`config.mk`:
```
export PLATFORM = sky130hd
export DESIGN_NAME = cit_core_timing
export DESIGN_NICKNAME = d
export VERILOG_FILES = /design/src/inc/cit_pkg.sv /design/src/cit_core_timing.sv /design/src/cit_decode.sv
export SDC_FILE = /design/constraint.sdc
export NUM_CORES = 1
export LEC_CHECK = 0
export ABC_AREA = 1
export BUFFER_PORTS_ARGS = -buffer_cell sky130_fd_sc_hd__buf_2
export CORE_MARGIN = 4
export CORE_UTILIZATION = 35
export DETAILED_ROUTE_END_ITERATION = 12
export GPL_ROUTABILITY_DRIVEN = 0
export GPL_TIMING_DRIVEN = 0
export PLACE_DENSITY = 0.69
export SLEW_MARGIN = 20
export SYNTH_ARGS = -nofsm -noshare
export SYNTH_HDL_FRONTEND = slang
export SYNTH_SLANG_ARGS = --single-unit
```
`constraint.sdc`:
```
create_clock -name clk -period 2.85 [get_ports clk]
set_clock_uncertainty 0.05 [all_clocks]
set_input_delay 0.1425 -clock clk [delete_from_list [all_inputs] [get_ports clk]]
set_output_delay 0.1425 -clock clk [all_outputs]
set_load 0.02 [all_outputs]
```
`src/inc/cit_pkg.sv`:
```
// Package with opcode classes, timing constants and carrier structs of the instruction timing block.
package cit_pkg;

	localparam int CLK_MHZ = 125;
	localparam logic [7:0] DIRECT_SFR_BASE = 8'h80;
	localparam logic [3:0] CYC_ONE = 4'h1;
	localparam logic [3:0] CYC_TWO = 4'h2;
	localparam logic [3:0] CYC_THREE = 4'h3;
	localparam logic [3:0] CYC_FOUR = 4'h4;
	localparam logic [3:0] CYC_EIGHT = 4'h8;
	localparam logic [1:0] LEN_ONE = 2'h1;
	localparam logic [1:0] LEN_TWO = 2'h2;
	localparam logic [1:0] LEN_THREE = 2'h3;
	localparam logic [15:0] PC_RESET = 16'h0000;

	// Opcode values decoded individually, among them the external-move and code-move groups.
	localparam logic [7:0] OP_XMOV_RD_IDX0 = 8'he2;
	localparam logic [7:0] OP_XMOV_RD_IDX1 = 8'he3;
	localparam logic [7:0] OP_XMOV_WR_IDX0 = 8'hf2;
	localparam logic [7:0] OP_XMOV_WR_IDX1 = 8'hf3;
	localparam logic [7:0] OP_XMOV_RD_DP = 8'he0;
	localparam logic [7:0] OP_XMOV_WR_DP = 8'hf0;
	localparam logic [7:0] OP_CMOV_DP = 8'h93;
	localparam logic [7:0] OP_CMOV_PC = 8'h83;
	localparam logic [7:0] OP_LOAD_DP = 8'h90;
	localparam logic [7:0] OP_PUSH = 8'hc0;
	localparam logic [7:0] OP_POP = 8'hd0;
	localparam logic [7:0] OP_MOV_DIR_DIR = 8'h85;
	localparam logic [7:0] OP_LOW_NIB_0 = 8'hd6;
	localparam logic [7:0] OP_LOW_NIB_1 = 8'hd7;
	localparam logic [7:0] OP_MUL = 8'ha4;
	localparam logic [7:0] OP_DIV = 8'h84;
	localparam logic [7:0] OP_RR = 8'h03;
	localparam logic [7:0] OP_RRC = 8'h13;
	localparam logic [7:0] OP_RL = 8'h23;
	localparam logic [7:0] OP_RLC = 8'h33;
	localparam logic [7:0] OP_NOP = 8'h00;
	localparam logic [7:0] OP_NOP_ALT = 8'ha5;
	localparam logic [7:0] OP_MOV_DIR_IND0 = 8'h86;
	localparam logic [7:0] OP_MOV_DIR_IND1 = 8'h87;
	localparam logic [7:0] OP_MOV_IND_IMM0 = 8'h76;
	localparam logic [7:0] OP_MOV_IND_IMM1 = 8'h77;
	localparam logic [15:0] EXTERNAL_RAM_SPACE_ONCHIP_TOP = 16'h0fff;

	typedef enum logic [1:0] {XT_NONE, XT_ONCHIP_RAM, XT_OFFCHIP, XT_FLASH} cit_xtarget_t;

	typedef enum logic [2:0] {AM_NONE, AM_BANK, AM_DIRECT, AM_INDIRECT, AM_IMMED, AM_DATA_POINTER_16, AM_PCREL} cit_amode_t;

	typedef struct packed {
		logic [1:0] length;
		logic [3:0] cycles;
		cit_amode_t amode;
		logic is_xmove;
		logic is_cmove;
		logic xwrite;
		logic known;
	} cit_decode_t;

	typedef struct packed {
		logic valid;
		logic write;
		cit_xtarget_t target;
		logic [15:0] addr;
		logic [7:0] wdata;
	} cit_xreq_t;

endpackage : cit_pkg

```
`src/cit_core_timing.sv`:
```
// Instruction sequencer: fetch, cycle timing, program counter and external-move routing.
`timescale 1ns/1ns
module cit_core_timing
	import cit_pkg::*;
(
	input wire logic clk,
	input wire logic sys_rst,
	input wire logic [7:0] code_byte,
	input wire logic [7:0] index_reg_val,
	input wire logic [15:0] data_pointer_16,
	input wire logic [7:0] acc_val,
	input wire logic flash_write_en,
	input wire logic flow_change,
	input wire logic [15:0] flow_target,
	output logic [15:0] pc_q,
	output logic [7:0] opcode_q,
	output logic instr_start_q,
	output logic instr_done_q,
	output logic [3:0] cycles_q,
	output logic [1:0] length_q,
	output logic sfr_select_q,
	output logic upper_ram_select_q,
	output cit_xreq_t xreq_q,
	output logic unknown_op_q
);

	typedef enum logic [1:0] {ST_FETCH, ST_EXEC} cit_state_t;

	cit_decode_t dec;
	cit_state_t state_q, state_d;
	logic [15:0] pc_d;
	logic [7:0] opcode_d;
	logic [7:0] operand_q, operand_d;
	logic [3:0] count_q, count_d;
	logic [3:0] cycles_d;
	logic [1:0] length_d;
	logic start_d, done_d;
	logic sfr_d, upper_d, unknown_d;
	cit_xreq_t xreq_d;
	cit_decode_t dec_q, dec_d;

	// Target choice for the external request: flash, on-chip RAM or off-chip.
	function automatic cit_xtarget_t pick_target(input logic write, input logic fl_en, input logic [15:0] addr);
		cit_xtarget_t t;
		t = XT_OFFCHIP;
		if (write && fl_en)
			t = XT_FLASH;
		else if (addr <= EXTERNAL_RAM_SPACE_ONCHIP_TOP)
			t = XT_ONCHIP_RAM;
		return t;
	endfunction : pick_target

	cit_decode u_decode (
		.opcode(code_byte),
		.dec(dec)
	);

	always_comb
	begin
		state_d = state_q;
		pc_d = pc_q;
		opcode_d = opcode_q;
		operand_d = operand_q;
		count_d = count_q;
		cycles_d = cycles_q;
		length_d = length_q;
		dec_d = dec_q;
		start_d = 1'b0;
		done_d = 1'b0;
		sfr_d = sfr_select_q;
		upper_d = upper_ram_select_q;
		unknown_d = unknown_op_q;
		xreq_d = xreq_q;
		xreq_d.valid = 1'b0;
		unique case (state_q)
			ST_FETCH:
			begin
				opcode_d = code_byte;
				dec_d = dec;
				cycles_d = dec.cycles;
				length_d = dec.length;
				unknown_d = ~dec.known;
				start_d = 1'b1;
				count_d = CYC_ONE;
				if (dec.cycles == CYC_ONE)
				begin
					done_d = 1'b1;
					pc_d = flow_change ? flow_target : pc_q + 16'(dec.length);
				end
				else
				begin
					state_d = ST_EXEC;
					pc_d = pc_q + 16'h0001;
				end
			end
			ST_EXEC:
			begin
				count_d = count_q + CYC_ONE;
				// Operand bytes arrive one per cycle while the pipeline consumes them.
				if (count_q < 4'(dec_q.length))
				begin
					pc_d = pc_q + 16'h0001;
					if (count_q == CYC_ONE)
						operand_d = code_byte;
				end
				if (count_q == CYC_ONE)
				begin
					// Direct at or above DIRECT_SFR_BASE is function space.
					sfr_d = (dec_q.amode == AM_DIRECT) && (code_byte >= DIRECT_SFR_BASE);
					upper_d = (dec_q.amode == AM_INDIRECT) && (index_reg_val >= DIRECT_SFR_BASE);
					if (dec_q.is_xmove)
					begin
						xreq_d.valid = 1'b1;
						xreq_d.write = dec_q.xwrite;
						xreq_d.addr = (dec_q.amode == AM_DATA_POINTER_16) ? data_pointer_16 : {8'h00, index_reg_val};
						xreq_d.wdata = acc_val;
						xreq_d.target = pick_target(dec_q.xwrite, flash_write_en, xreq_d.addr);
					end
					else if (dec_q.is_cmove)
					begin
						xreq_d.valid = 1'b1;
						xreq_d.write = 1'b0;
						xreq_d.target = XT_FLASH;
						xreq_d.addr = 16'(acc_val) + ((dec_q.amode == AM_DATA_POINTER_16) ? data_pointer_16 : pc_q);
						xreq_d.wdata = 8'h00;
					end
				end
				if (count_q + CYC_ONE == cycles_q)
				begin
					done_d = 1'b1;
					state_d = ST_FETCH;
					if (flow_change)
						pc_d = flow_target;
				end
			end
			default:
			begin
				state_d = ST_FETCH;
			end
		endcase
	end

	always_ff @(posedge clk)
	begin
		if (sys_rst)
		begin
			state_q <= ST_FETCH;
			pc_q <= PC_RESET;
			opcode_q <= 8'h00;
			operand_q <= 8'h00;
			count_q <= 4'h0;
			cycles_q <= 4'h0;
			length_q <= 2'h0;
			dec_q <= '0;
			instr_start_q <= 1'b0;
			instr_done_q <= 1'b0;
			sfr_select_q <= 1'b0;
			upper_ram_select_q <= 1'b0;
			unknown_op_q <= 1'b0;
			xreq_q <= '0;
		end
		else
		begin
			state_q <= state_d;
			pc_q <= pc_d;
			opcode_q <= opcode_d;
			operand_q <= operand_d;
			count_q <= count_d;
			cycles_q <= cycles_d;
			length_q <= length_d;
			dec_q <= dec_d;
			instr_start_q <= start_d;
			instr_done_q <= done_d;
			sfr_select_q <= sfr_d;
			upper_ram_select_q <= upper_d;
			unknown_op_q <= unknown_d;
			xreq_q <= xreq_d;
		end
	end

endmodule : cit_core_timing

```
`src/cit_decode.sv`:
```
// Combinational opcode decoder giving length, cycles and addressing mode.
`timescale 1ns/1ns
module cit_decode
	import cit_pkg::*;
(
	input wire logic [7:0] opcode,
	output cit_decode_t dec
);

	always_comb
	begin
		dec = '{length: LEN_ONE, cycles: CYC_ONE, amode: AM_NONE, is_xmove: 1'b0, is_cmove: 1'b0,
			xwrite: 1'b0, known: 1'b1};
		if (opcode[7:4] inside {4'h2, 4'h3, 4'h9} && opcode[3])
			dec.amode = AM_BANK;
		else if (opcode[7:4] inside {4'h2, 4'h3, 4'h9, 4'h4, 4'h5, 4'h6} && opcode[3:0] == 4'h5)
		begin
			dec.length = LEN_TWO;
			dec.cycles = CYC_TWO;
			dec.amode = AM_DIRECT;
		end
		else if (opcode[7:4] inside {4'h2, 4'h3, 4'h9} && opcode[3:1] == 3'h3)
		begin
			dec.cycles = CYC_TWO;
			dec.amode = AM_INDIRECT;
		end
		else if (opcode[7:4] inside {4'h2, 4'h3, 4'h9, 4'h4, 4'h5, 4'h6} && opcode[3:0] == 4'h4)
		begin
			dec.length = LEN_TWO;
			dec.cycles = CYC_TWO;
			dec.amode = AM_IMMED;
		end
		else if (opcode[7:4] inside {4'h4, 4'h5, 4'h6} && opcode[3:0] == 4'h2)
		begin
			dec.length = LEN_TWO;
			dec.cycles = CYC_TWO;
			dec.amode = AM_DIRECT;
		end
		else if (opcode[7:4] inside {4'h4, 4'h5, 4'h6} && opcode[3:0] == 4'h3)
		begin
			dec.length = LEN_THREE;
			dec.cycles = CYC_THREE;
			dec.amode = AM_DIRECT;
		end
		else if (opcode[7:4] inside {4'h4, 4'h5, 4'h6} && opcode[3:1] == 3'h3)
		begin
			dec.cycles = CYC_TWO;
			dec.amode = AM_INDIRECT;
		end
		else if (opcode[7:4] == 4'hc && opcode[3])
			dec.amode = AM_BANK;
		else
		begin
			unique case (opcode)
				OP_RR, OP_RRC, OP_RL, OP_RLC, OP_NOP, OP_NOP_ALT:
				begin
					dec.cycles = CYC_ONE;
				end
				OP_XMOV_RD_IDX0, OP_XMOV_RD_IDX1, OP_XMOV_WR_IDX0, OP_XMOV_WR_IDX1:
				begin
					dec.cycles = CYC_THREE;
					dec.amode = AM_INDIRECT;
					dec.is_xmove = 1'b1;
					dec.xwrite = opcode[4];
				end
				OP_XMOV_RD_DP, OP_XMOV_WR_DP:
				begin
					dec.cycles = CYC_THREE;
					dec.amode = AM_DATA_POINTER_16;
					dec.is_xmove = 1'b1;
					dec.xwrite = opcode[4];
				end
				OP_CMOV_DP, OP_CMOV_PC:
				begin
					dec.cycles = CYC_THREE;
					dec.amode = (opcode == OP_CMOV_DP) ? AM_DATA_POINTER_16 : AM_PCREL;
					dec.is_cmove = 1'b1;
				end
				OP_MOV_DIR_DIR:
				begin
					dec.length = LEN_THREE;
					dec.cycles = CYC_THREE;
					dec.amode = AM_DIRECT;
				end
				OP_LOAD_DP:
				begin
					dec.length = LEN_THREE;
					dec.cycles = CYC_THREE;
					dec.amode = AM_IMMED;
				end
				OP_PUSH, OP_POP:
				begin
					dec.length = LEN_TWO;
					dec.cycles = CYC_TWO;
					dec.amode = AM_DIRECT;
				end
				OP_LOW_NIB_0, OP_LOW_NIB_1:
				begin
					dec.cycles = CYC_TWO;
					dec.amode = AM_INDIRECT;
				end
				OP_MOV_DIR_IND0, OP_MOV_DIR_IND1:
				begin
					dec.length = LEN_TWO;
					dec.cycles = CYC_TWO;
					dec.amode = AM_INDIRECT;
				end
				OP_MOV_IND_IMM0, OP_MOV_IND_IMM1:
				begin
					dec.length = LEN_TWO;
					dec.cycles = CYC_TWO;
					dec.amode = AM_INDIRECT;
				end
				OP_MUL:
				begin
					dec.cycles = CYC_FOUR;
				end
				OP_DIV:
				begin
					dec.cycles = CYC_EIGHT;
				end
				// Opcodes outside the covered groups are timed as one byte, one cycle.
				default:
				begin
					dec.known = 1'b0;
				end
			endcase
		end
	end

endmodule : cit_decode

```
==> results of run 1 <==
==> power by group through the flow <==
stage | Clock (mW) | Combinational [mW] | Sequential (mW)
2_1_floorplan | 0 | 0.549 | 1.24
3_3_place_gp | 0 | 0.883 | 1.19
3_5_place_dp | 0 | 0.889 | 1.19
4_1_cts | 1.25 | 0.899 | 1.17
5_1_grt | 1.28 | 1.03 | 1.18
6_report | 1.23 | 0.933 | 1.17
==> cells in the mapped netlist (2+ instances only) <==
| library cell | n |
|---|---|
| sky130_fd_sc_hd__nand2_1 | 231 |
| sky130_fd_sc_hd__inv_1 | 97 |
| sky130_fd_sc_hd__nand3_1 | 79 |
| sky130_fd_sc_hd__dfxtp_1 | 74 |
| sky130_fd_sc_hd__nor2_1 | 73 |
| sky130_fd_sc_hd__a21oi_1 | 64 |
| sky130_fd_sc_hd__o21ai_0 | 64 |
| sky130_fd_sc_hd__clkbuf_1 | 27 |
| sky130_fd_sc_hd__xor2_1 | 22 |
| sky130_fd_sc_hd__nand4_1 | 20 |
| sky130_fd_sc_hd__ha_1 | 14 |
| sky130_fd_sc_hd__o211ai_1 | 14 |
| sky130_fd_sc_hd__o21ai_1 | 11 |
| sky130_fd_sc_hd__a31oi_1 | 10 |
| sky130_fd_sc_hd__inv_2 | 7 |
| sky130_fd_sc_hd__buf_2 | 6 |
| sky130_fd_sc_hd__o22ai_1 | 6 |
| sky130_fd_sc_hd__nand2_2 | 5 |
| sky130_fd_sc_hd__nor2_2 | 5 |
| sky130_fd_sc_hd__nor3_1 | 5 |
| sky130_fd_sc_hd__or2_2 | 5 |
| sky130_fd_sc_hd__buf_4 | 3 |
| sky130_fd_sc_hd__o21a_1 | 3 |
| sky130_fd_sc_hd__o21bai_1 | 3 |
| sky130_fd_sc_hd__a21boi_0 | 2 |
| sky130_fd_sc_hd__buf_1 | 2 |
| sky130_fd_sc_hd__buf_6 | 2 |
| sky130_fd_sc_hd__clkinv_1 | 2 |
| sky130_fd_sc_hd__fa_1 | 2 |
| sky130_fd_sc_hd__nand3_2 | 2 |
| sky130_fd_sc_hd__nand3b_1 | 2 |
| sky130_fd_sc_hd__o221a_2 | 2 |
| sky130_fd_sc_hd__xnor2_1 | 2 |
==> per-layer routing <==
| metal | up-vias | global-route usage (%) |
|---|---|---|
| met2 | 289 | 32.2 |
| met4 | 0 | 7.68 |
| met1 | 2866 | 29.8 |
| met5 | - | 0 |
| li1 | 3170 | - |
| met3 | 25 | 3.21 |
==> how the worst max path moves through the flow <==
stage                 end  slack [ps]  cells past startpoint
2_1_floorplan    pc_q[14]         160                     26
3_3_place_gp     pc_q[14]        -510                     27
6_report       xreq_q[22]         190                     15
5_1_grt          pc_q[14]         -70                     27
4_1_cts          pc_q[14]         0.6                     27
3_5_place_dp     pc_q[14]        -500                     27
==> layout by cell type, fill, tap and decap left out, drive strengths merged, types with 3 or more instances in the layout <==
cell | Yosys | layout
nand2 | 236 | 236
buf | 13 | 147
inv | 104 | 104
nand3 | 82 | 82
nor2 | 79 | 79
o21ai | 76 | 76
dfxtp | 74 | 74
a21oi | 65 | 65
clkbuf | 27 | 37
xor2 | 22 | 22
nand4 | 20 | 20
o211ai | 15 | 15
ha | 14 | 14
a31oi | 10 | 10
o22ai | 7 | 7
or2 | 6 | 6
nor3 | 5 | 5
o21a | 3 | 3
o21bai | 3 | 3
clkinv | 2 | 3
==> registers in the layout, indices dropped and copies added, names as in the netlist <==
register            cells
cycles_q                4
pc_q                   16
unknown_op_q            1
xreq_q                 28
state_q                 1
instr_start_q           1
instr_done_q            1
sfr_select_q            1
upper_ram_select_q      1
opcode_q                8
dec_q                   8
count_q                 4
==> critical path, stage by stage, from the launching register on <==
cell	delay, ps
sky130_fd_sc_hd__dfxtp_1	330
sky130_fd_sc_hd__inv_2	80
sky130_fd_sc_hd__nand3_4	110
sky130_fd_sc_hd__buf_2	270
sky130_fd_sc_hd__or2_2	350
sky130_fd_sc_hd__o21ai_0	80
sky130_fd_sc_hd__inv_1	60
sky130_fd_sc_hd__ha_1	330
sky130_fd_sc_hd__nand2_1	90
sky130_fd_sc_hd__nor3_1	130
sky130_fd_sc_hd__nand2_1	90
sky130_fd_sc_hd__nand2_2	120
sky130_fd_sc_hd__nand4_1	120
sky130_fd_sc_hd__nor2_1	130
sky130_fd_sc_hd__o21ai_0	90
sky130_fd_sc_hd__a21oi_1	160
==> kinds of logic (layout without fill, tap and decap cells) <==
logic type,after synthesis,count (layout),synth area share [%]
fa+ha+maj,16,16,3.98
simple gates,433,433,34.6
flops,74,74,27.4
compound gates,185,185,19.4
buf+inv,146,294,10.8
xor+xnor,24,24,3.88
==> timing repair <==
item                                   CTS  global route
resized for setup                        9            22
hold buffers                             1             0
setup endpoints to repair               12            15
endpoints found under the hold margin    1             0
buffers inserted                         0            12
pin swaps                                0            14
==> area by class of cell <==
cell class / instances / area, µm²
tap: 188 / 235
fill: 1634 / 8470
timing repair buffer: 133 / 701
inverter: 106 / 405
sequential: 74 / 1480
clock inverter: 3 / 46.3
buffer: 39 / 189
multi-input combinational: 658 / 3400
clock buffer: 13 / 270
==> per-stage QoR <==
| step | util [%] | setup WS, ps | std cells | setup TNS, ps | hold WS, ps |
|---|---|---|---|---|---|
| after global placement | 41.1 | -508 | 1186 | -3560 | 353 |
| after CTS | 43.4 | 0.610 | 1202 | 0 | 11.6 |
| after detailed placement | 41.1 | -497 | 1186 | -3750 | 345 |
| after global routing | 44.3 | -68.3 | 1214 | -68.3 | 27.0 |
| final | 44.3 | 189 | 1214 | 0 | 18.2 |
| after floorplan | - | 156 | 878 | 0 | 203 |
==> impl_summary.txt, run 1 <==
----------------------------------------------------
[CTS]
  Clk sinks ... 74
  Total number of H-tree levels ... 3
  Clock-pin slew reported for the worst setup and hold paths after clock tree synthesis ... 60 ps
  Deepest clock path buffer count ... 2
  Later-pin clock latency in the skew report ... 350 ps
  Root Driver ... sky130_fd_sc_hd__clkbuf_16
  CTS tree ... yes
  CTS buffer count ... 9

[Floorplanning]
  Core ar. ... 0.0152 mm²
  Row Count ... 45
  Vertical extent of the die ... 132 µm
  Area of the die ... 0.0175 mm²
  Die X ... 132 µm
  Initial core utilization ... 35.6%
  Number of top-level pins ... 123

[Timing]
  Setup violations, final ... 0
  Time the worst path needs with I/O delays and setup ... 2660 ps
  Fmax achieved ... 0.376 GHz
  Ratio of final minimum period to clock period ... 93.4%
  Actual slew at the worst max-slew pin ... 876 ps
  Relative max-transition margin ... 41.4%
  Final hold viol count ... 0
  Final number of max-transition violations ... 0
  Unrepaired setup endpoints after global routing ... true

[Routing]
  Routed WL per cell ... roughly 16 µm
  DR WL met3 ... 1.43 mm
  Detailed router's first-iteration violation count ... 717
  Via count normalized by instance count ... 5.23
  Sum of routed wire segments on met1 ... between 8 and 9 mm
  Routed via count ... around 6400
  Total detailed-routing wirelength ... between 15 and 20 mm
  Wire length on met2 ... 8.12 mm
  Remaining DRCs ... 0
  Antenna Nets Post-Route ... 0
  Detailed-router iteration count before antenna repair ... 5
  Top routing layer used ... met4

[Worst hold path]
  Hold Crit Depth ... 3
  Hold/Removal Path Class ... in -> reg
  Worst Hold End ... pc_q[11]
  Hold Startpoint ... flow_target[11]

[Run status]
  Run status ... finished clean

[Pwr]
  Leakage power summed over all cells ... 3.35 nW
  Internal power consumption ... 2.17 mW
  Clock power share ... 36.9%
  Proportion of total power due to net switching ... 34.9%
  Overall power after layout ... 3.33 mW
  Pwr/cell area ... 495 mW/mm²
  Sequential cell fraction of total power ... 35.2%
  IR drop worst, VDD ... 0.000316 V
  Total net switching power ... 1.16 mW
  Relative contribution of combinational cells to total power ... 28.0%

[Final layout]
  Number of inserted diodes ... 0
  Synth-to-Final Area Change ... 24.4%
  Layout Nets ... 1097
  Share of post-route cells with drive strength above 1 ... 20.5%
  Post-route design area ... approximately 0.0067 mm²

[Critical path]
  Arrival @ worst endpoint ... 2880 ps
  Reg2reg path depth ... 15
  Start-to-end type of the worst setup path ... reg -> reg
  Maximum fanout count along the critical path ... 19
  Nature of the critical path startpoint ... register
  Required time at the worst-slack endpoint ... 3070 ps
  End of the worst register-to-register path ... xreq_q[22]
  Element type at the critical path end ... register
  Crit. Startpoint ... dec_q[5]
  Launching point of the worst reg2reg path ... dec_q[5]
  Worst reg2reg setup slack ... 190 ps

[Placed design]
  Number of I/O port buffers ... 120
  HPWL after detailed placement ... 14.4 mm
  Placement Cell Area ... ~0.0062 mm²

[Logic synthesis]
  Dominant synthesized flop cell ... sky130_fd_sc_hd__dfxtp_1
  Number of synthesized flops with an enable pin ... 0
  Synthesized flop and latch total ... 74
  Nets in the synthesized netlist ... 954
  Share of flip-flops with an asynchronous set or reset ... 0%
  Number of distinct library cells after synthesis ... 45
  Share of synthesized area occupied by flip-flops and latches ... 27.4%
  Cells after synthesis ... around 900
  Yosys synthesis warning count ... 0
  Synth top area share ... 27.4%
  Cell types occupying the most area after synthesis ... sky130_fd_sc_hd__dfxtp_1, sky130_fd_sc_hd__nand2_1, sky130_fd_sc_hd__nand3_1, sky130_fd_sc_hd__inv_1, sky130_fd_sc_hd__a21oi_1
  Cell accounting for the most synthesized area ... sky130_fd_sc_hd__dfxtp_1
  Syn_area_per_cell ... 6.16 µm²
  Cell area after synthesis ... around 0.0054 mm²

[Global route]
  Total track usage ... 21.0%
  Pin count of the biggest net entering global routing ... 20
  Final global-route overflow total ... 0
  Number of antenna violations at the first check in global routing ... 0
  First-pass GRT wire length ... 29.7 mm
  Number of global-route vias before repair ... 5772

[Run]
  Max-cap violations ... 0

----------------------------------------------------
(Power assumes the default switching activity.)
==> inputs of run 2 (changes only) <==
--- a/config.mk
+++ b/config.mk
@@ -7,6 +7,7 @@
 export LEC_CHECK = 0
 export ABC_AREA = 1
 export BUFFER_PORTS_ARGS = -buffer_cell sky130_fd_sc_hd__buf_2
+export CORE_ASPECT_RATIO = 1.25
 export CORE_MARGIN = 4
 export CORE_UTILIZATION = 35
 export DETAILED_ROUTE_END_ITERATION = 12
==> run 2 against run 1 <==
  * First-iteration DRC count down 26%
  * Highest routed layer unchanged
  * Wire length grew 0.57%
  * Sequential cell count is the same
  * Worst hold slack hardly changed
  * Core utilization is 0.39 points higher
  * Critical path type unchanged
  * Die area barely moved
  * Clock power rose by 7%
  * Global-route usage is essentially flat
  * Register-to-register slack got worse by 60 ps
  * Combinational power decreased by 1%
  * Critical endpoint is now xreq_q[14]
==> impl_summary.txt, run 2 (synthesized netlist as in run 1, its figures left out) <==
----------------------------------------------------
[Pwr]
  Relative contribution of combinational cells to total power ... 27.1% (-0.9 points)
  Leakage power summed over all cells ... 3.35 nW (about the same)
  Internal power consumption ... 2.22 mW (+2.2%)
  Pwr/cell area ... 505 mW/mm² (+1.9%)
  Sequential cell fraction of total power ... 34.4% (-0.8 points)
  Total net switching power ... 1.18 mW (+1.4%)
  Overall power after layout ... 3.40 mW (+1.9%)
  IR drop worst, VDD ... 0.000303 V (-4.4%)
  Proportion of total power due to net switching ... 34.7% (-0.19 points)
  Clock power share ... 38.5% (+1.6 points)

[Placed design]
  Dpl ws ... -561 ps (-64.0 ps)
  Placement Cell Area ... 0.00627 mm² (+0.40%)
  HPWL after detailed placement ... 14.7 mm (+1.9%)
  Number of I/O port buffers ... 120 (unchanged)

[CTS]
  Total number of H-tree levels ... 3 (unchanged)
  Clock-pin slew reported for the worst setup and hold paths after clock tree synthesis ... 60 ps (about the same)
  CTS buffer count ... 9 (unchanged)
  Post-CTS Hold Buffers ... 0 (-1)
  Clk sinks ... 74 (unchanged)
  Later-pin clock latency in the skew report ... 340 ps (about the same)
  Root Driver ... sky130_fd_sc_hd__clkbuf_16
  Deepest clock path buffer count ... 2 (unchanged)
  CTS tree ... yes

[Routing]
  Detailed-router iteration count before antenna repair ... 5 (unchanged)
  Via count normalized by instance count ... 5.13 (-1.9%)
  Remaining DRCs ... 0 (unchanged)
  Routed WL per cell ... 15.4 µm (-0.74%)
  Routed via count ... 6310 (-0.63%)
  Antenna Nets Post-Route ... 0 (unchanged)
  Detailed router's first-iteration violation count ... 531 (-26%)
  Total detailed-routing wirelength ... 18.9 mm (+0.57%)

[Critical path]
  Arrival @ worst endpoint ... 2890 ps (about the same)
  Nature of the critical path startpoint ... register
  Worst reg2reg setup slack ... 130 ps (-60 ps)
  Element type at the critical path end ... register
  Required time at the worst-slack endpoint ... 3030 ps (-40 ps)
  Maximum fanout count along the critical path ... 10 (-9)
  Start-to-end type of the worst setup path ... reg -> reg

[Timing]
  Worst slack on hold paths ... 18.4 ps (+0.239 ps)
  Smallest setup slack after layout ... 133 ps (-55.8 ps)
  Final hold viol count ... 0 (unchanged)
  Time the worst path needs with I/O delays and setup ... 2720 ps (+55.8 ps)
  Final number of max-transition violations ... 0 (unchanged)
  Fmax achieved ... 0.368 GHz (-2.1%)
  Unrepaired setup endpoints after global routing ... true
  Ratio of final minimum period to clock period ... 95.3% (+2.0 points)
  Relative max-transition margin ... 45.8% (+4.4 points)
  Actual slew at the worst max-slew pin ... 810 ps (-65.6 ps)
  Setup violations, final ... 0 (unchanged)

[Final layout]
  Share of post-route cells with drive strength above 1 ... 20.2% (-0.31 points)
  Flip-flop count of the largest register after layout ... 28 (unchanged)
  Core Util, Final ... 44.7% (+0.39 points)
  Leading cell type in the layout, fill and taps excluded ... sky130_fd_sc_hd__nand2_1
  Commonest non-fill, non-tap cells in the layout ... sky130_fd_sc_hd__nand2_1, sky130_fd_sc_hd__buf_2, sky130_fd_sc_hd__inv_1
  Layout Nets ... 1093 (-0.36%)
  Synth-to-Final Area Change ... 24.4% (about the same)
  Post-route design area ... 0.00673 mm² (about the same)
  Number of inserted diodes ... 0 (unchanged)
  Register with the most flip-flops ... xreq_q
  Largest registers ... xreq_q: 28 flops, pc_q: 16 flops

[Global route]
  Global routing met2 resource utilization ... 35.7% (+3.5 points)
  Final global-route overflow total ... 0 (unchanged)
  Pin count of the biggest net entering global routing ... 20 (unchanged)
  Total track usage ... 20.9% (-0.045 points)
  Routing usage on met1 ... 25.6% (-4.1 points)
  First-pass GRT wire length ... 29.6 mm (-0.21%)
  Most used routing layer ... met2
  Number of antenna violations at the first check in global routing ... 0 (unchanged)
  Number of global-route vias before repair ... 5918 (+2.5%)
  GRT met3 Usage ... 4.43% (+1.2 points)

[Floorplanning]
  Core ar. ... 0.0151 mm² (-0.82%)
  Number of top-level pins ... 123 (unchanged)
  Area of the die ... 0.0175 mm² (about the same)
  Die X ... 119 µm (-9.9%)
  Vertical extent of the die ... 147 µm (+11%)
  Initial core utilization ... 35.9% (+0.30 points)
  Row Count ... 50 (+11%)

[Run]
  Max-cap violations ... 0 (unchanged)

[Worst hold path]
  Hold/Removal Path Class ... in -> reg

[Run status]
  Run status ... finished clean

----------------------------------------------------
[run 2: metal layers]
metal / vias up / wire length (µm)
li1: 3167 / -
met1: 2819 / 8100
met2: 284 / 8960
met3: 40 / 1330
met4: 0 / 558
met5: - / 0
[run 2: through the flow]
step | instances | TNS [ps]
after floorplan | 878 | 0
after global placement | 1206 | -3600
after detailed placement | 1206 | -3740
after CTS | 1222 | 0
after global routing | 1230 | -50.2
final | 1230 | 0
[run 2: what timing repair did]
item                                    CTS  global route
resized for setup                        10            20
buffers inserted                          1             8
pin swaps                                 1             3
endpoints found under the setup margin   12            13
[run 2: worst paths after layout]
kind                        from           to  cells after the start
setup reg to reg        dec_q[5]   xreq_q[14]                     17
hold / removal    flow_target[5]      pc_q[5]                      3
setup / recovery        dec_q[5]   xreq_q[14]                     17
hold reg to reg      opcode_q[0]  opcode_q[0]                      2
[run 2: critical path, cell delays in order (launching register included)]
cell and delay (ps):
sky130_fd_sc_hd__dfxtp_1 330, sky130_fd_sc_hd__inv_2 80, sky130_fd_sc_hd__nand3_4 110, sky130_fd_sc_hd__inv_6 110, sky130_fd_sc_hd__buf_6 140, sky130_fd_sc_hd__nand2_1 90, sky130_fd_sc_hd__o21ai_1 90, sky130_fd_sc_hd__ha_2 190
sky130_fd_sc_hd__inv_1 50, sky130_fd_sc_hd__fa_1 390, sky130_fd_sc_hd__nand3b_1 210, sky130_fd_sc_hd__nand2_1 110, sky130_fd_sc_hd__nand2_1 80, sky130_fd_sc_hd__nand2_1 80, sky130_fd_sc_hd__a21oi_1 90, sky130_fd_sc_hd__o21ai_0 210
sky130_fd_sc_hd__a21o_1 120, sky130_fd_sc_hd__a21oi_1 50
[run 2: cell type report]
class                      instances  area, µm²
clock buffer                      10        239
fill                            1607       8340
buffer                            39        191
sequential                        74       1480
inverter                         106        405
multi-input combinational        658       3390
tap                              208        260
clock inverter                     6       97.6
timing repair buffer             129        668
[run 2: power groups by stage]
stage	Sequential (mW)	Combinational, mW	Clock, mW
after detailed placement	1.19	0.887	0
final	1.17	0.920	1.31
after CTS	1.17	0.898	1.32
after global routing	1.18	1.02	1.37
after floorplan	1.24	0.549	0
after global placement	1.19	0.882	0
==> inputs of run 3 (changes only) <==
--- a/config.mk
+++ b/config.mk
@@ -7,13 +7,14 @@
 export LEC_CHECK = 0
 export ABC_AREA = 1
 export BUFFER_PORTS_ARGS = -buffer_cell sky130_fd_sc_hd__buf_2
-export CORE_ASPECT_RATIO = 1.25
 export CORE_MARGIN = 4
 export CORE_UTILIZATION = 35
 export DETAILED_ROUTE_END_ITERATION = 12
 export GPL_ROUTABILITY_DRIVEN = 0
 export GPL_TIMING_DRIVEN = 0
+export MAX_ROUTING_LAYER = met4
 export PLACE_DENSITY = 0.69
+export SETUP_SLACK_MARGIN = 0.3
 export SLEW_MARGIN = 20
 export SYNTH_ARGS = -nofsm -noshare
 export SYNTH_HDL_FRONTEND = slang
==> run 3 against run 2 <==
  * Setup slack better by 160 ps
  * Sequential cell count did not move
  * Sequential share of layout area down 1.2 points
  * Combinational power is 12% higher
  * Total power increased by 0.51%
  * Critical path depth increased by 8
  * First-iteration DRC count up 64%
  * Clock power decreased by 7%
  * Wire length rose by 3.7%
  * Register-to-register slack improved by 180 ps
  * Maximum frequency increased by 6.4%
  * Die area is essentially flat
  * Critical endpoint is now pc_q[14]
==> impl_summary.txt, run 3 (synthesized netlist as in run 1, its figures left out) <==
----------------------------------------------------
[Run status]
  Run status ... finished clean

[Routing]
  Routed via count ... 6641 (+5.2%)
  Remaining DRCs ... 0 (unchanged)
  Detailed-router iteration count before antenna repair ... 6 (+1)
  Routed WL per cell ... 15.8 µm (+2.7%)
  Total detailed-routing wirelength ... 19.7 mm (+3.7%)
  Antenna Nets Post-Route ... 0 (unchanged)
  Via count normalized by instance count ... 5.35 (+4.2%)
  Detailed router's first-iteration violation count ... 870 (+64%)

[Pwr]
  Internal power consumption ... 2.17 mW (-2.4%)
  Sequential cell fraction of total power ... 34.3% (about the same)
  Relative contribution of combinational cells to total power ... 30.0% (+2.9 points)
  Clock power share ... 35.7% (-2.8 points)
  Leakage power summed over all cells ... 3.54 nW (+5.7%)
  IR drop worst, VDD ... 0.000301 V (-0.67%)
  Pwr/cell area ... 479 mW/mm² (-5.2%)
  Total net switching power ... 1.25 mW (+5.9%)
  Proportion of total power due to net switching ... 36.6% (+1.9 points)

[Critical path]
  Worst reg2reg setup slack ... 310 ps (+180 ps)
  Start-to-end type of the worst setup path ... in -> reg
  Element type at the critical path end ... register
  Required time at the worst-slack endpoint ... 3050 ps (+20 ps)
  Nature of the critical path startpoint ... primary input
  Launching point of the worst reg2reg path ... pc_q[0]
  Arrival @ worst endpoint ... 2750 ps (-140 ps)
  Maximum fanout count along the critical path ... 5 (-5)
  End of the worst register-to-register path ... xreq_q[22]
  Reg2reg path depth ... 13 (-4)

[CTS]
  CTS buffer count ... 9 (unchanged)
  Root Driver ... sky130_fd_sc_hd__clkbuf_16
  CTS tree ... yes
  Clk sinks ... 74 (unchanged)
  Clock-pin slew reported for the worst setup and hold paths after clock tree synthesis ... 70 ps (about the same)
  Later-pin clock latency in the skew report ... 350 ps (about the same)
  Deepest clock path buffer count ... 2 (unchanged)
  Total number of H-tree levels ... 3 (unchanged)

[Timing]
  Smallest setup slack after layout ... 297 ps (+163 ps)
  Actual slew at the worst max-slew pin ... 904 ps (+94.3 ps)
  Unrepaired setup endpoints after global routing ... true
  Ratio of final minimum period to clock period ... 89.6% (-5.7 points)
  Final number of max-transition violations ... 0 (unchanged)
  Setup violations, final ... 0 (unchanged)
  Worst slack on hold paths ... 17.4 ps (-1.02 ps)
  Time the worst path needs with I/O delays and setup ... 2550 ps (-163 ps)
  Final hold viol count ... 0 (unchanged)
  Relative max-transition margin ... 39.5% (-6.3 points)
  Fmax achieved ... 0.392 GHz (+6.4%)

[Final layout]
  Leading cell type in the layout, fill and taps excluded ... sky130_fd_sc_hd__nand2_1
  Share of post-route cells with drive strength above 1 ... 26.3% (+6.1 points)
  Register with the most flip-flops ... xreq_q
  Flip-flop count of the largest register after layout ... 28 (unchanged)
  Layout Nets ... 1125 (+2.9%)
  Largest registers ... xreq_q: 28 flops, pc_q: 16 flops
  Number of inserted diodes ... 0 (unchanged)
  Commonest non-fill, non-tap cells in the layout ... sky130_fd_sc_hd__nand2_1, sky130_fd_sc_hd__buf_2, sky130_fd_sc_hd__inv_1
  Synth-to-Final Area Change ... 31.9%
  Count of non-filler cells in the finished layout ... 1242 (+0.98%)
  Core Util, Final ... 47.0% (+2.3 points)

[Floorplanning]
  Initial core utilization ... 35.6% (-0.30 points)
  Core ar. ... 0.0152 mm² (+0.83%)
  Area of the die ... 0.0175 mm² (about the same)
  Vertical extent of the die ... 132 µm (-10%)
  Row Count ... 45 (-10%)
  Number of top-level pins ... 123 (unchanged)
  Die X ... 132 µm (+11%)

[Global route]
  Number of global-route vias before repair ... 5818 (-1.7%)
  Number of antenna violations at the first check in global routing ... 0 (unchanged)
  Final global-route overflow total ... 0 (unchanged)
  Total track usage ... 21.8% (+0.88 points)
  Pin count of the biggest net entering global routing ... 16 (-20%)
  First-pass GRT wire length ... 30.1 mm (+1.6%)

[Run]
  Max-cap violations ... 0 (unchanged)

[Placed design]
  Placed cell count ... 1186 (-1.7%)
  Dpl ws ... -396 ps (+165 ps)
  Number of I/O port buffers ... 120 (unchanged)
  HPWL after detailed placement ... 14.4 mm (-1.5%)

[Worst hold path]
  Hold Startpoint ... flow_target[11]
  Hold Crit Depth ... 3 (unchanged)
  Worst Hold End ... pc_q[11]
  Hold/Removal Path Class ... in -> reg

----------------------------------------------------
-- run 3: worst max path at each step --
stage,start,endpoint,slack (ps),cells after the start
after floorplan,code_byte[7],pc_q[14],260,26
after global placement,code_byte[4],pc_q[14],-360,27
after detailed placement,code_byte[4],pc_q[14],-400,27
after CTS,code_byte[7],pc_q[14],300,27
after global routing,code_byte[7],pc_q[14],90,27
final,code_byte[6],pc_q[14],300,25
-- run 3: area by class of cell --
type	count	area, µm²
clock buffers	9	225
inverters	106	413
flip-flops and latches	74	1490
clock inverters	7	81.3
plain buffers	40	225
well taps	188	235
multi-input cells	658	3530
repair buffers	160	946
fillers	1591	8060
-- run 3: layer usage --
metal	up-vias	share of wire, %	track usage (%)	wire, µm
met2	338	44	32.3	8590
met1	3035	45	30.0	8830
met3	38	9.3	4.12	1830
met4	0	2.1	6.93	405
met5	-	0	-	0
li1	3230	-	-	-
-- run 3: timing repair --
item	CTS	global route
setup buffers	14	25
gates cloned	0	0
gates resized for setup	30	70
endpoints found under the setup margin	19	14
pin swaps	9	36
hold buffers	1	0
hold endpoints to repair	1	0
-- run 3: worst max-delay path: stages --
cell                       delay [ps]
sky130_fd_sc_hd__buf_4            140
sky130_fd_sc_hd__inv_2             90
sky130_fd_sc_hd__nor2_1            50
sky130_fd_sc_hd__nand2_1           80
sky130_fd_sc_hd__nand2_2           90
sky130_fd_sc_hd__a21oi_4          180
sky130_fd_sc_hd__inv_1             50
sky130_fd_sc_hd__nor2_1            80
sky130_fd_sc_hd__nand2_1           80
sky130_fd_sc_hd__inv_1             70
sky130_fd_sc_hd__ha_2             190
sky130_fd_sc_hd__inv_2             50
sky130_fd_sc_hd__fa_2             370
sky130_fd_sc_hd__inv_2             80
sky130_fd_sc_hd__nand3_4           80
sky130_fd_sc_hd__nor2_4           160
sky130_fd_sc_hd__nand2_2           70
sky130_fd_sc_hd__inv_2             80
sky130_fd_sc_hd__nand2_2           70
sky130_fd_sc_hd__o21bai_1         150
sky130_fd_sc_hd__nand3_1           90
sky130_fd_sc_hd__nand2_1          110
sky130_fd_sc_hd__nand3_2           60
sky130_fd_sc_hd__nand3_2           80
sky130_fd_sc_hd__nand2_1           50
-- run 3: through the flow --
| stage | TNS (ps) | power, mW | instance area, µm² |
|---|---|---|---|
| floorplan | 0 | 1.79 | 5420 |
| global placement | -1470 | 2.07 | 6260 |
| detailed placement | -1740 | 2.08 | 6260 |
| CTS | 0 | 3.32 | 6770 |
| global route | 0 | 3.58 | 7140 |
| finish | 0 | 3.42 | 7140 |
-- run 3: power by group through the flow --
stage	logic, mW	registers [mW]	clock network (mW)
floorplan	0.550	1.24	0
global route	1.13	1.18	1.27
detailed placement	0.892	1.19	0
CTS	0.920	1.17	1.23
finish	1.03	1.17	1.22
global placement	0.884	1.19	0
